[src/inc/dbc_pkg.sv]
// Purpose: constants and command codes of the data-path buffer command decoder
// Assumes: one clock stands in for both processor phases and the memory clock
// Notes: buffer geometry defaults live here; modules take them as parameters
// Behaviour
// - System command and qualifier are sampled together to pick the buffer action.
// - Command 101 qualifier 00 stores pad data into line zero, advancing its counter.
// - Command 101 qualifiers 10 and 11 store pad data into lines two and three.
// - Command 110 qualifier 00 merges pad data with DMA data into line zero.
// - Command 110 qualifiers 01..11 do the same merge into lines one to three.
// - Command 111 qualifier 00 merges read buffer data with DMA data into line zero.
// - Command 111 qualifiers 01..11 do the same merge into lines one to three.
// - Each line has its own slot counter; every load advances it.
// - Memory command is sampled each rising edge to choose the memory bus action.
// - Memory command 000 captures read data next edge and advances read counter.
// - Memory command 001 captures read data one edge later and advances read counter.
// - Memory command 010 does nothing; 011 clears all memory-side counters.
// - Memory commands 100/101 drive write slot next or one later edge, advancing.
// - Memory commands 110/111 drive write data, then zero quadword and advance line.
// - The bridge data link is 32 bits, two-way, driven and sampled on the clock.
// - Active-low reset returns all logic and counters to initial state asynchronously.
package dbc_pkg;
   localparam int DBC_DW = 32;
   localparam int DBC_LINES = 4;
   localparam int DBC_SLOTS = 4;
   localparam logic DBC_OE_ON = 1'b0;
   localparam logic DBC_OE_OFF = 1'b1;
   localparam logic [1:0] DBC_QUAL_HOLD_BIT = 2'h2;

   typedef enum logic [2:0] {
      SYS_RESET_NOP = 3'h0,
      SYS_LOAD_PAD = 3'h1,
      SYS_DMA_READ_SYS = 3'h2,
      SYS_DMA_READ_MEM = 3'h3,
      SYS_MERGE_READ = 3'h4,
      SYS_STORE_LINE = 3'h5,
      SYS_MERGE_SYS_LINE = 3'h6,
      SYS_MERGE_MEM_LINE = 3'h7
   } dbc_sys_cmd_t;

   typedef enum logic [2:0] {
      MC_READ_IMM = 3'h0,
      MC_READ_DLY = 3'h1,
      MC_NOP = 3'h2,
      MC_RESET = 3'h3,
      MC_WRITE_IMM = 3'h4,
      MC_WRITE_DLY = 3'h5,
      MC_WRITE_IMM_LAST = 3'h6,
      MC_WRITE_DLY_LAST = 3'h7
   } dbc_mem_cmd_t;
endpackage : dbc_pkg

[src/inc/dbc_mem_if.sv]
// Purpose: memory-side schedule from the command scheduler to the buffer core
// Assumes: all signals are valid for one cycle and used on the next edge
// Notes: the scheduler drives, the core only listens
`timescale 1ns/1ps
interface dbc_mem_if #(parameter int LW = 2, parameter int SW = 2);
   logic rd_we;
   logic [SW-1:0] rd_slot;
   logic wr_drive;
   logic [LW-1:0] wr_line;
   logic [SW-1:0] wr_qw;
   modport sched (output rd_we, rd_slot, wr_drive, wr_line, wr_qw);
   modport core (input rd_we, rd_slot, wr_drive, wr_line, wr_qw);
endinterface : dbc_mem_if

[src/hw/dbc_mem_sched.sv]
// Purpose: decode the memory command into timed read captures and write drives
// Assumes: the controller never lets an immediate and a delayed action meet
// Notes: on such a meeting the older delayed action wins
`timescale 1ns/1ps
module dbc_mem_sched
   import dbc_pkg::*;
#(
   parameter int LINES = DBC_LINES,
   parameter int SLOTS = DBC_SLOTS
)
(
   // clock and reset
   input wire logic clock,
   input wire logic reset_n,
   // memory command
   input wire logic [2:0] memory_bus_command,
   // schedule to the core
   dbc_mem_if.sched mif
);
   localparam int LW = $clog2(LINES);
   localparam int SW = $clog2(SLOTS);
   localparam logic [SW-1:0] LAST_SLOT = SW'(SLOTS - 1);

   dbc_mem_cmd_t mc;
   logic [SW-1:0] rd_cnt_q, rd_cnt_d, qw_q, qw_d, a_slot_q, a_slot_d, b_slot_q, b_slot_d;
   logic [LW-1:0] line_q, line_d, a_line_q, a_line_d, b_line_q, b_line_d;
   logic a_rd_q, a_rd_d, a_wr_q, a_wr_d, b_rd_q, b_rd_d, b_wr_q, b_wr_d;

   assign mc = dbc_mem_cmd_t'(memory_bus_command);

   // counters and the two-step action pipe
   always_comb
   begin
      rd_cnt_d = rd_cnt_q;
      qw_d = qw_q;
      line_d = line_q;
      a_rd_d = 1'b0;
      a_wr_d = 1'b0;
      a_slot_d = a_slot_q;
      a_line_d = a_line_q;
      b_rd_d = 1'b0;
      b_wr_d = 1'b0;
      b_slot_d = b_slot_q;
      b_line_d = b_line_q;
      unique case (mc)
         MC_READ_IMM:
         begin
            b_rd_d = 1'b1;
            b_slot_d = rd_cnt_q;
            rd_cnt_d = (rd_cnt_q == LAST_SLOT) ? '0 : rd_cnt_q + 1'b1;
         end
         MC_READ_DLY:
         begin
            a_rd_d = 1'b1;
            a_slot_d = rd_cnt_q;
            rd_cnt_d = (rd_cnt_q == LAST_SLOT) ? '0 : rd_cnt_q + 1'b1;
         end
         MC_NOP: ;
         MC_RESET:
         begin
            rd_cnt_d = '0;
            qw_d = '0;
            line_d = '0;
         end
         MC_WRITE_IMM, MC_WRITE_DLY:
         begin
            a_wr_d = (mc == MC_WRITE_DLY);
            b_wr_d = (mc == MC_WRITE_IMM);
            a_slot_d = qw_q;
            a_line_d = line_q;
            b_slot_d = (mc == MC_WRITE_IMM) ? qw_q : b_slot_q;
            b_line_d = (mc == MC_WRITE_IMM) ? line_q : b_line_q;
            qw_d = (qw_q == LAST_SLOT) ? '0 : qw_q + 1'b1;
         end
         MC_WRITE_IMM_LAST, MC_WRITE_DLY_LAST:
         begin
            a_wr_d = (mc == MC_WRITE_DLY_LAST);
            b_wr_d = (mc == MC_WRITE_IMM_LAST);
            a_slot_d = qw_q;
            a_line_d = line_q;
            b_slot_d = (mc == MC_WRITE_IMM_LAST) ? qw_q : b_slot_q;
            b_line_d = (mc == MC_WRITE_IMM_LAST) ? line_q : b_line_q;
            qw_d = '0;
            line_d = line_q + 1'b1;
         end
      endcase
      // a delayed action is older, so it takes the firing stage
      if (a_rd_q || a_wr_q)
      begin
         b_rd_d = a_rd_q;
         b_wr_d = a_wr_q;
         b_slot_d = a_slot_q;
         b_line_d = a_line_q;
      end
   end

   // async clear of all counters and stages
   always_ff @(posedge clock or negedge reset_n)
   begin
      if (!reset_n)
      begin
         rd_cnt_q <= '0;
         qw_q <= '0;
         line_q <= '0;
         a_rd_q <= 1'b0;
         a_wr_q <= 1'b0;
         a_slot_q <= '0;
         a_line_q <= '0;
         b_rd_q <= 1'b0;
         b_wr_q <= 1'b0;
         b_slot_q <= '0;
         b_line_q <= '0;
      end
      else
      begin
         rd_cnt_q <= rd_cnt_d;
         qw_q <= qw_d;
         line_q <= line_d;
         a_rd_q <= a_rd_d;
         a_wr_q <= a_wr_d;
         a_slot_q <= a_slot_d;
         a_line_q <= a_line_d;
         b_rd_q <= b_rd_d;
         b_wr_q <= b_wr_d;
         b_slot_q <= b_slot_d;
         b_line_q <= b_line_d;
      end
   end

   assign mif.rd_we = b_rd_q;
   assign mif.rd_slot = b_slot_q;
   assign mif.wr_drive = b_wr_q;
   assign mif.wr_line = b_line_q;
   assign mif.wr_qw = b_slot_q;

   property p_read_imm;
      @(posedge clock) disable iff (!reset_n)
      (mc == MC_READ_IMM && !a_rd_q && !a_wr_q) |=> (mif.rd_we && mif.rd_slot == $past(rd_cnt_q));
   endproperty
   a_read_imm: assert property (p_read_imm) else $error("immediate read not captured next edge");

   property p_read_dly;
      @(posedge clock) disable iff (!reset_n)
      (mc == MC_READ_DLY) |=> a_rd_q ##1 (mif.rd_we && mif.rd_slot == $past(rd_cnt_q, 2));
   endproperty
   a_read_dly: assert property (p_read_dly) else $error("delayed read not captured two edges on");

   property p_mem_reset;
      @(posedge clock) disable iff (!reset_n)
      (mc == MC_RESET) |=> (rd_cnt_q == '0 && qw_q == '0 && line_q == '0);
   endproperty
   a_mem_reset: assert property (p_mem_reset) else $error("memory counters not cleared");

   property p_write_last;
      @(posedge clock) disable iff (!reset_n)
      (mc == MC_WRITE_IMM_LAST || mc == MC_WRITE_DLY_LAST) |=> (qw_q == '0 && line_q == $past(line_q) + 1'b1);
   endproperty
   a_write_last: assert property (p_write_last) else $error("last write did not move to next line");

   property p_write_imm;
      @(posedge clock) disable iff (!reset_n)
      (mc == MC_WRITE_IMM && !a_rd_q && !a_wr_q) |=> (mif.wr_drive && mif.wr_qw == $past(qw_q));
   endproperty
   a_write_imm: assert property (p_write_imm) else $error("immediate write not scheduled");
endmodule : dbc_mem_sched

[src/hw/dbc_top.sv]
// Purpose: buffer command decoder of one data-path slice
// Assumes: commands and data are synchronous to clock; widths are powers of two
// Notes: buffers reset to zero so no unknown data ever reaches a pin
`timescale 1ns/1ps
module dbc_top
   import dbc_pkg::*;
#(
   parameter int DW = DBC_DW,
   parameter int LINES = DBC_LINES,
   parameter int SLOTS = DBC_SLOTS
)
(
   // clock and reset
   input wire logic clock,
   input wire logic reset_n,
   // system-side command
   input wire logic [2:0] system_buffer_command,
   input wire logic [1:0] buffer_command_qualifier,
   input wire logic [DW-1:0] system_data_bus,
   // memory-side command and data pins
   input wire logic [2:0] memory_bus_command,
   input wire logic [DW-1:0] memory_data_bus_in,
   output logic [DW-1:0] memory_data_bus_out,
   output logic memory_data_bus_oe_n,
   // bridge data link
   input wire logic [DW-1:0] io_bridge_data_bus_in,
   output logic [DW-1:0] io_bridge_data_bus_out,
   output logic io_bridge_data_bus_oe_n,
   input wire logic io_bridge_load,
   input wire logic io_bridge_drive,
   input wire logic [DW/8-1:0] io_bridge_byte_en,
   input wire logic [$clog2(SLOTS)-1:0] io_bridge_slot
);
   localparam int LW = $clog2(LINES);
   localparam int SW = $clog2(SLOTS);
   localparam int BW = DW / 8;
   localparam int NW = LINES * SLOTS;
   localparam logic [SW-1:0] LAST_SLOT = SW'(SLOTS - 1);

   // merge: bytes that DMA wrote win over the incoming source
   function automatic logic [DW-1:0] merge_bytes(input logic [DW-1:0] src, input logic [DW-1:0] dma,
                                                 input logic [BW-1:0] be);
      logic [DW-1:0] r;
      r = src;
      for (int b = 0; b < BW; b++)
      begin
         if (be[b])
            r[b*8 +: 8] = dma[b*8 +: 8];
      end
      return r;
   endfunction : merge_bytes

   dbc_mem_if #(.LW(LW), .SW(SW)) mif ();

   dbc_mem_sched #(.LINES(LINES), .SLOTS(SLOTS)) u_sched (
      .clock(clock),
      .reset_n(reset_n),
      .memory_bus_command(memory_bus_command),
      .mif(mif)
   );

   dbc_sys_cmd_t sc;
   logic [LW-1:0] tgt;
   logic [SW-1:0] slot;
   logic [LW+SW-1:0] idx;
   logic [LW+SW-1:0] wr_idx;
   logic [DW-1:0] wbuf_q [NW];
   logic [DW-1:0] wbuf_d [NW];
   logic [DW-1:0] rbuf_q [SLOTS];
   logic [DW-1:0] rbuf_d [SLOTS];
   logic [DW-1:0] dma_q [SLOTS];
   logic [DW-1:0] dma_d [SLOTS];
   logic [BW-1:0] be_q [SLOTS];
   logic [BW-1:0] be_d [SLOTS];
   logic [SW-1:0] cnt_q [LINES];
   logic [SW-1:0] cnt_d [LINES];
   logic [DW-1:0] mem_out_q, mem_out_d, io_out_q, io_out_d;
   logic mem_oe_n_q, mem_oe_n_d, io_oe_n_q, io_oe_n_d;

   assign sc = dbc_sys_cmd_t'(system_buffer_command);
   assign tgt = LW'(buffer_command_qualifier);
   assign slot = cnt_q[tgt];
   assign idx = {tgt, slot};
   assign wr_idx = {mif.wr_line, mif.wr_qw};

   // next state of buffers, counters and pins
   always_comb
   begin
      wbuf_d = wbuf_q;
      rbuf_d = rbuf_q;
      dma_d = dma_q;
      be_d = be_q;
      cnt_d = cnt_q;
      mem_out_d = mem_out_q;
      io_out_d = io_out_q;
      unique case (sc)
         // reset form clears the slot counters; the hold form does nothing here
         SYS_RESET_NOP:
         begin
            if ((buffer_command_qualifier & DBC_QUAL_HOLD_BIT) == 2'h0)
            begin
               for (int l = 0; l < LINES; l++)
                  cnt_d[l] = '0;
            end
         end
         // pad and DMA-read paths belong to other parts of the slice
         SYS_LOAD_PAD, SYS_DMA_READ_SYS, SYS_DMA_READ_MEM, SYS_MERGE_READ: ;
         // plain store into the selected line
         SYS_STORE_LINE:
         begin
            wbuf_d[idx] = system_data_bus;
         end
         // pad data merged with DMA data
         SYS_MERGE_SYS_LINE:
         begin
            wbuf_d[idx] = merge_bytes(system_data_bus, dma_q[slot], be_q[slot]);
         end
         // read buffer merged with DMA data
         SYS_MERGE_MEM_LINE:
         begin
            wbuf_d[idx] = merge_bytes(rbuf_q[slot], dma_q[slot], be_q[slot]);
         end
      endcase
      if (sc == SYS_STORE_LINE || sc == SYS_MERGE_SYS_LINE || sc == SYS_MERGE_MEM_LINE)
      begin
         cnt_d[tgt] = (slot == LAST_SLOT) ? '0 : slot + 1'b1;
      end
      // capture read data on the scheduled edge
      if (mif.rd_we)
         rbuf_d[mif.rd_slot] = memory_data_bus_in;
      // drive write slot on the scheduled edge
      if (mif.wr_drive)
         mem_out_d = wbuf_q[wr_idx];
      mem_oe_n_d = mif.wr_drive ? DBC_OE_ON : DBC_OE_OFF;
      // bridge link loads the DMA buffer byte by byte
      if (io_bridge_load)
      begin
         dma_d[io_bridge_slot] = merge_bytes(dma_q[io_bridge_slot], io_bridge_data_bus_in, io_bridge_byte_en);
         be_d[io_bridge_slot] = be_q[io_bridge_slot] | io_bridge_byte_en;
      end
      // bridge link drives read buffer data; load wins if both are asked
      if (io_bridge_drive && !io_bridge_load)
         io_out_d = rbuf_q[io_bridge_slot];
      io_oe_n_d = (io_bridge_drive && !io_bridge_load) ? DBC_OE_ON : DBC_OE_OFF;
   end

   // every register back to its initial value on reset
   always_ff @(posedge clock or negedge reset_n)
   begin
      if (!reset_n)
      begin
         for (int i = 0; i < NW; i++)
            wbuf_q[i] <= '0;
         for (int s = 0; s < SLOTS; s++)
         begin
            rbuf_q[s] <= '0;
            dma_q[s] <= '0;
            be_q[s] <= '0;
         end
         for (int l = 0; l < LINES; l++)
            cnt_q[l] <= '0;
         mem_out_q <= '0;
         io_out_q <= '0;
         mem_oe_n_q <= DBC_OE_OFF;
         io_oe_n_q <= DBC_OE_OFF;
      end
      else
      begin
         wbuf_q <= wbuf_d;
         rbuf_q <= rbuf_d;
         dma_q <= dma_d;
         be_q <= be_d;
         cnt_q <= cnt_d;
         mem_out_q <= mem_out_d;
         io_out_q <= io_out_d;
         mem_oe_n_q <= mem_oe_n_d;
         io_oe_n_q <= io_oe_n_d;
      end
   end

   // pins come straight from flops
   assign memory_data_bus_out = mem_out_q;
   assign memory_data_bus_oe_n = mem_oe_n_q;
   assign io_bridge_data_bus_out = io_out_q;
   assign io_bridge_data_bus_oe_n = io_oe_n_q;

   property p_store_line;
      @(posedge clock) disable iff (!reset_n)
      (sc == SYS_STORE_LINE) |=> (wbuf_q[$past(idx)] == $past(system_data_bus));
   endproperty
   a_store_line: assert property (p_store_line) else $error("store did not land in selected line");

   property p_merge_sys;
      @(posedge clock) disable iff (!reset_n)
      (sc == SYS_MERGE_SYS_LINE && be_q[slot] == '0) |=> (wbuf_q[$past(idx)] == $past(system_data_bus));
   endproperty
   a_merge_sys: assert property (p_merge_sys) else $error("merge with no DMA bytes changed pad data");

   property p_count_advance;
      @(posedge clock) disable iff (!reset_n)
      (sc == SYS_MERGE_MEM_LINE && slot != LAST_SLOT) |=> (cnt_q[$past(tgt)] == $past(slot) + 1'b1);
   endproperty
   a_count_advance: assert property (p_count_advance) else $error("line counter did not advance");

   property p_count_wrap;
      @(posedge clock) disable iff (!reset_n)
      ((sc == SYS_STORE_LINE || sc == SYS_MERGE_SYS_LINE) && slot == LAST_SLOT) |=> (cnt_q[$past(tgt)] == '0);
   endproperty
   a_count_wrap: assert property (p_count_wrap) else $error("line counter did not wrap");

   property p_write_pin;
      @(posedge clock) disable iff (!reset_n)
      mif.wr_drive |=> (memory_data_bus_oe_n == DBC_OE_ON && memory_data_bus_out == $past(wbuf_q[wr_idx]));
   endproperty
   a_write_pin: assert property (p_write_pin) else $error("write slot not driven on memory pins");

   property p_read_capture;
      @(posedge clock) disable iff (!reset_n)
      mif.rd_we |=> (rbuf_q[$past(mif.rd_slot)] == $past(memory_data_bus_in));
   endproperty
   a_read_capture: assert property (p_read_capture) else $error("read data not captured");

   property p_io_drive;
      @(posedge clock) disable iff (!reset_n)
      (io_bridge_drive && !io_bridge_load) |=> (io_bridge_data_bus_oe_n == DBC_OE_ON) ##1
         (io_bridge_data_bus_oe_n == ($past(io_bridge_drive && !io_bridge_load) ? DBC_OE_ON : DBC_OE_OFF));
   endproperty
   a_io_drive: assert property (p_io_drive) else $error("bridge link enable wrong");
endmodule : dbc_top

[config.mk]
export PLATFORM = sky130hd
export DESIGN_NAME = dbc_top
export DESIGN_NICKNAME = d
export VERILOG_FILES = /design/src/inc/dbc_pkg.sv /design/src/inc/dbc_mem_if.sv /design/src/hw/dbc_mem_sched.sv /design/src/hw/dbc_top.sv
export SDC_FILE = /design/constraint.sdc
export NUM_CORES = 2
export LEC_CHECK = 0
export ABC_AREA = 1
export BUFFER_PORTS_ARGS = -buffer_cell sky130_fd_sc_hd__buf_2
export CORE_AREA = 2 2 352 354
export CTS_CLUSTER_SIZE = 20
export DETAILED_ROUTE_END_ITERATION = 16
export DIE_AREA = 0 0 354 356
export HOLD_SLACK_MARGIN = 0.03
export MAX_ROUTING_LAYER = met4
export PLACE_DENSITY = 0.64
export SKIP_CTS_REPAIR_TIMING = 1
export SLEW_MARGIN = 20
export SYNTH_ARGS = -nofsm -noshare
export SYNTH_HDL_FRONTEND = slang
export SYNTH_SLANG_ARGS = --single-unit
export TNS_END_PERCENT = 100
[constraint.sdc]
create_clock -name clock -period 4.7 [get_ports clock]
set_clock_uncertainty 0.1 [all_clocks]
set_input_delay 0.94 -clock clock [delete_from_list [all_inputs] [get_ports clock]]
set_output_delay 0.94 -clock clock [all_outputs]
set_load 0.01 [all_outputs]
### Word level (Yosys, flattened, before mapping)

Cells that the tools add are included.

| cells by class | value |
|---|---|
| multiplexer cells | 92 |
| shift-type cells | 0 |
| bitwise operators | 7 |
| magnitude comparators | 10 |
| reduce and logical (&&, ||, !) cells | 26 |
| $mul | 0 |
| divide/modulo/power cells | 0 |
| equal/unequal tests | 14 |
| $add $sub $neg | 4 |

Operators by type and width:

| operator | number |
|---|---|
| 512-bit bitwise mux | 3 |
| 512-bit one-hot mux with 3 select lines | 1 |
| 32-bit two-way mux | 13 |
| 32-bit binary-select mux with 2-bit select | 4 |
| 128-bit bitwise mux | 2 |
| 8-bit two-way mux | 27 |
| 32-bit binary-select mux with 4-bit select | 1 |
| 32-bit demux with 2-bit select | 2 |
| 32-bit demux with 4-bit select | 1 |
| 2-bit two-way mux | 12 |
| 3-bit equality test, second input constant | 7 |
| 4-bit two-way mux | 5 |
| 2-bit one-hot mux with 2 select lines | 5 |
| 4-bit binary-select mux with 2-bit select | 2 |
| 16-bit bitwise mux | 1 |
| 3-bit >= comparator, second input constant | 4 |
| 2-bit inverter with 3-bit output | 4 |
| 5-bit >= comparator, second input constant | 2 |
| 4-bit inverter with 5-bit output | 2 |
| 3-bit by 1-bit less-than comparator with 1-bit output, second input constant | 3 |
| 2-bit by 1-bit adder with 2-bit output, second input constant | 4 |
| 8-bit bitwise mux | 1 |
| 4-bit demux with 2-bit select | 1 |
| 2-bit nonzero test | 4 |
| other kinds (22) | 42 |

| word-level totals | value |
|---|---|
| latch bits | 0 |
| bits in read-only memories | 0 |
| input port bits | 114 |
| memories | 0 |
| output and inout bits | 66 |
| register bits after elaboration | 876 |
| bits in writable memories | 0 |
| logic and storage cells | 200 |

### Logic depth before layout (Yosys ltp)

| depth | value |
|---|---|
| depth in word-level cells | 12 |
| depth in mapped cells | 20 |
| mapped depth without buffers | 15 |

### Cells and area by module

Synthesis repeated with hierarchy kept, for this count alone.

| unflattened totals | value |
|---|---|
| cell total of the unflattened synthesis | 9950 |
| area, all modules | 62595.0 um^2 |

Modules (own cells, without submodules):

| module | sequential area each (um^2) | instances | cells an instance | area an instance (um^2) |
|---|---|---|---|---|
| dbc_top | 21473.1 | 1 | 9853 | 61741.7 |
| dbc_mem_sched | 450.4 | 1 | 97 | 853.3 |

### Worst setup path after synthesis

Ideal clock, no wire load.

| timing path | value |
|---|---|
| kind | input port to flip-flop |
| start | input port buffer_command_qualifier[1] |
| end | register wbuf_q[23] (netlist name) |
| setup time | 113 ps |
| data required time | 4487 ps |
| slack | 1343 ps |
| cell stages on the path | 15 |
| path buffers | 4 |
| data arrival time | 3144 ps |
| path through | buf_4 > inv_1 > nand2_1 > nand2_2 > buf_1 > ha_1 > inv_1 > nor2_1 > clkbuf_1 > buf_1 > nand2_1 > nand3_1 > nand3_1 > nand2_1 > inv_1 |

| between the ends | value |
|---|---|
| longest elaborated chain between the ends | 12 |
| elaborated cells between the ends (all ways) | 28 |
| those cells by class | 2 x order compare; 22 x mux; 3 x bitwise; 1 x reduce/logical |

Ends and longest elaborated chain:

| item | line | text |
|---|---|---|
| start: declaration | dbc_top.sv:18 | `input wire logic [1:0] buffer_command_qualifier,` |
| parallel branches: the longest is 11 deep, another holds 5-bit >= comparator | -- |  |
| 512-bit one-hot mux with 3 select lines * | dbc_top.sv:96 | `unique case (sc)` |
| end signal: assignment | dbc_top.sv:169 | `wbuf_q <= wbuf_d;` |
| end: declaration | dbc_top.sv:67 | `logic [DW-1:0] wbuf_q [NW];` |

Mark *: on every way between the ends. The select of a mux whose other input is x is not followed.
A chain may end at the register's enable or synchronous reset.

### Worst setup path in the final report

| timing path | value |
|---|---|
| start | register u_sched.b_slot_q[0], in the netlist u_sched.mif.rd_slot[0] |
| end | register mem_out_q[17], in the netlist memory_data_bus_out[17] |

| between the ends | value |
|---|---|
| longest elaborated chain between the ends | 4 |

Ends and longest elaborated chain:

| item | line | text |
|---|---|---|
| start: declaration | dbc_mem_sched.sv:25 | `logic [SW-1:0] rd_cnt_q, rd_cnt_d, qw_q, qw_d, a_slot_q, a_slot_d, b_slot_q, b_slot_d;` |
| start signal: assignment | dbc_mem_sched.sv:125 | `b_slot_q <= b_slot_d;` |
| 4-bit inverter with 5-bit output (implied by the code) | dbc_top.sv:133 | `mem_out_d = wbuf_q[wr_idx];` |
| 32-bit binary-select mux with 4-bit select | dbc_top.sv:133 |  |
| 32-bit two-way mux (implied by the code) (2 in a row) | dbc_top.sv:133 |  |
| end signal: assignment | dbc_top.sv:174 | `mem_out_q <= mem_out_d;` |
| end: declaration | dbc_top.sv:77 | `logic [DW-1:0] mem_out_q, mem_out_d, io_out_q, io_out_d;` |

Every way passes these cells. The select of a mux whose other input is x is not followed.

==> impl_metrics.yaml <==
run_status:
  status: "completed"
clock_network:
  h-tree-depth: 3
  clock-sinks: 876
  clock_path_buffers: 3
  cts_tree: "built"
  cts_buffers: 104
  cts-root-buf: "clkbuf_16"
  clk_latency_ns: 0.73
  cts.clk_slew.worst_paths_ns: 0.06
die:
  fp.coreArea_um2: 122700
  io_pins: 180
  die_w_um: 354
  die_y_um: 356
  rows: 129
  initial_core_util_pct: 49.50
  die_area_um2: 126000
yosys:
  yosys_warnings: 0
  synth-seq-cells: 876
  synth_area_um2: 60720
  synth_nets: 9802
  synth_top_area_share_pct: 36.02
  synth.area.top_cells: "dfrtp_1 (36%), nand2_1 (21%), nand3_1 (15%), inv_1 (7.2%), a21oi_1 (3.9%)"
  syn-mean-instance-area_um2: 6.271
  seq_area_frac_synth_pct: 36.11
  synth_cells: 9682
  ys_types: 36
  yosys.area.top_type: "dfrtp_1"
route:
  wl_um: 253600
  via_per_inst: 6.068
  drt_iter0_markers: 10030
  first_pass_iters: 7
  antenna_left: 0
  num_vias: 67680
  drc: 0
  wl_per_cell_um: 22.74
worst_setup_path:
  arrival_ns: 3.99
  worst_setup_path_start_kind: "register"
  worstPathRequired_ns: 5.19
  r2r_slack_ns: 1.20
  worstRegToRegCells: 10
  critical_path_class: "register to register"
  r2r_start: "u_sched.mif.rd_slot[0]"
  rr_endpoint: "memory_data_bus_out[17]"
  crit_path_max_fanout: 26
  end_kind: "register"
power:
  p_int_mw: 18.71
  p_sw_share_pct: 46.55
  max-vdd-ir-drop_mv: 0.3707
  clkPwrFrac_pct: 25.4
  p_per_area_nw_per_um2: 524.3
  p_seq_share_pct: 30.9
  combPwrFrac_pct: 43.7
  leakage_nw: 33.22
  power_switching_mw: 16.30
placement:
  dp_hpwl_um: 153900
  port_buffers: 179
  gp_congestion: 0.9201
  pre_cts_ws_ns: 0.6228
timing:
  hold_viol: 0
  fin_crit_ns: 3.504
  finalSetupViolations: 0
  max_slew.worst_pin.slew_ns: 1.191
  slew-limit-headroom_pct: 20.48
  rsz0062_at_grt: "no"
  drv_slew: 0
  timing.final.crit_share_pct: 74.56
  setup_tns_ns: 0
  max_freq_mhz: 285.4
  setup_ws_ns: 1.196
final_layout:
  multi_input_area_um2: 31580
  fin_nets: 9547
  layout.cells.most_common: "nand2_1"
  final_core_util_pct: 54.44
  final_cell_mix: "nand2_1 (3,395), nand3_1 (1,869), inv_1 (1,140)"
  final_layout_size_suffix_gt1_share_pct: 7.970
  n_fill_cell: 12160
  ff_latch_area_um2: 21930
  area_growth_pct: 9.980
global_route:
  grt_overflow: 0
  grtUsageTotal_pct: 40.43
  grt_antenna_before_repair: 6
  grt_pass1_vias: 62240
  grt_start_max_net_pins: 165
  grt_pass1_wl_um: 382300
flow_run:
  maxCapViolations: 0
hold_path:
  hold_class: "input pin to async pin"
## power groups by stage
stage	Sequential, mW	Combinational, mW	Clock, mW
after global routing	11.0	16.4	9.23
after CTS	10.8	14.8	8.93
after global placement	10.8	14.5	0
after floorplan	10.6	9.70	0
final	10.8	15.3	8.89
after detailed placement	10.9	14.8	0
## stage by stage
step | cells | hold slack (ns) | total power, mW | cell area (µm²)
floorplan | 9682 | 0.3375 | 20.35 | 60720
global placement | 10960 | 0.3619 | 25.35 | 63070
detailed placement | 10960 | 0.3595 | 25.65 | 63080
CTS | 11150 | 0.1322 | 34.53 | 66770
global route | 11150 | 0.1687 | 36.68 | 66780
finish | 11150 | 0.1278 | 35.01 | 66780
## flip-flops by register name, indices dropped and copies added (netlist names), 8 cells and up
name                    cells
wbuf_q                    512
dma_q                     128
rbuf_q                    128
io_bridge_data_bus_out     32
memory_data_bus_out        32
be_q                       16
cnt_q                       8
## routing by layer
layer  track usage, %  routed length (µm)  vias up  share of wire [%]
li1                 -                   -    30560                  -
met1            51.50               96740    31650                 38
met2            59.33              108600     4483                 43
met3            8.630               31320      984                 12
met4            23.64               16990        0                6.7
met5                -                   0        -                  0
## cell type report
type	instances	share of cell area, %
timing repair buffer	378	4.662
antenna	5	0.01874
inverter	1172	6.593
tap	1637	3.067
sequential	876	32.84
multi-input combinational	6895	47.29
clock buffer	150	4.590
clock inverter	40	0.9368
## worst max-delay path by stage
stage	from	end	slack, ns	cells past startpoint
floorplan	buffer_command_qualifier[1]	wbuf_q[23]	1.34	15
global placement	buffer_command_qualifier[0]	wbuf_q[365]	0.66	16
detailed placement	buffer_command_qualifier[0]	wbuf_q[237]	0.62	16
CTS	buffer_command_qualifier[0]	wbuf_q[237]	1.36	16
global route	buffer_command_qualifier[0]	wbuf_q[365]	1.09	16
finish	u_sched.mif.rd_slot[0]	memory_data_bus_out[17]	1.20	10
## critical path, stage by stage, from the launching register on
cell       delay [ns]
dfrtp_1          0.51
inv_1            0.14
nand2_4          0.50
inv_2            0.56
buf_4            0.42
nand2_1          0.10
o2111ai_1        0.09
o21ai_0          0.37
nand2_1          0.31
nand2_1          0.18
nand2_1          0.06
## synthesized netlist by cell type, drive strengths merged
master / number
nand2: 3511
nand3: 1869
inv: 1165
dfrtp: 874
clkbuf: 508
a21oi: 470
o21ai: 370
nor2: 255
buf: 231
o22ai: 129
a22oi: 90
o211ai: 56
o2111ai: 39
a31oi: 35
o311ai: 25
nand4: 13
a41oi: 12
clkinv: 7
a221oi: 6
ha: 6
o221ai: 3
dfstp: 2
or2: 2
a41o: 1
nor3: 1
o31ai: 1
o32ai: 1
## cell families (layout without fill, tap and decap cells)
kind of cell / after synthesis / count (layout) / synth area share (%)
compound gates: 1238 / 1238 / 11.69
fa+ha+maj: 6 / 6 / 0.1236
buf+inv: 1911 / 1740 / 12.59
flops: 876 / 876 / 36.11
other cells: 0 / 5 / 0
simple gates: 5651 / 5651 / 39.49
(Power assumes the default switching activity.)
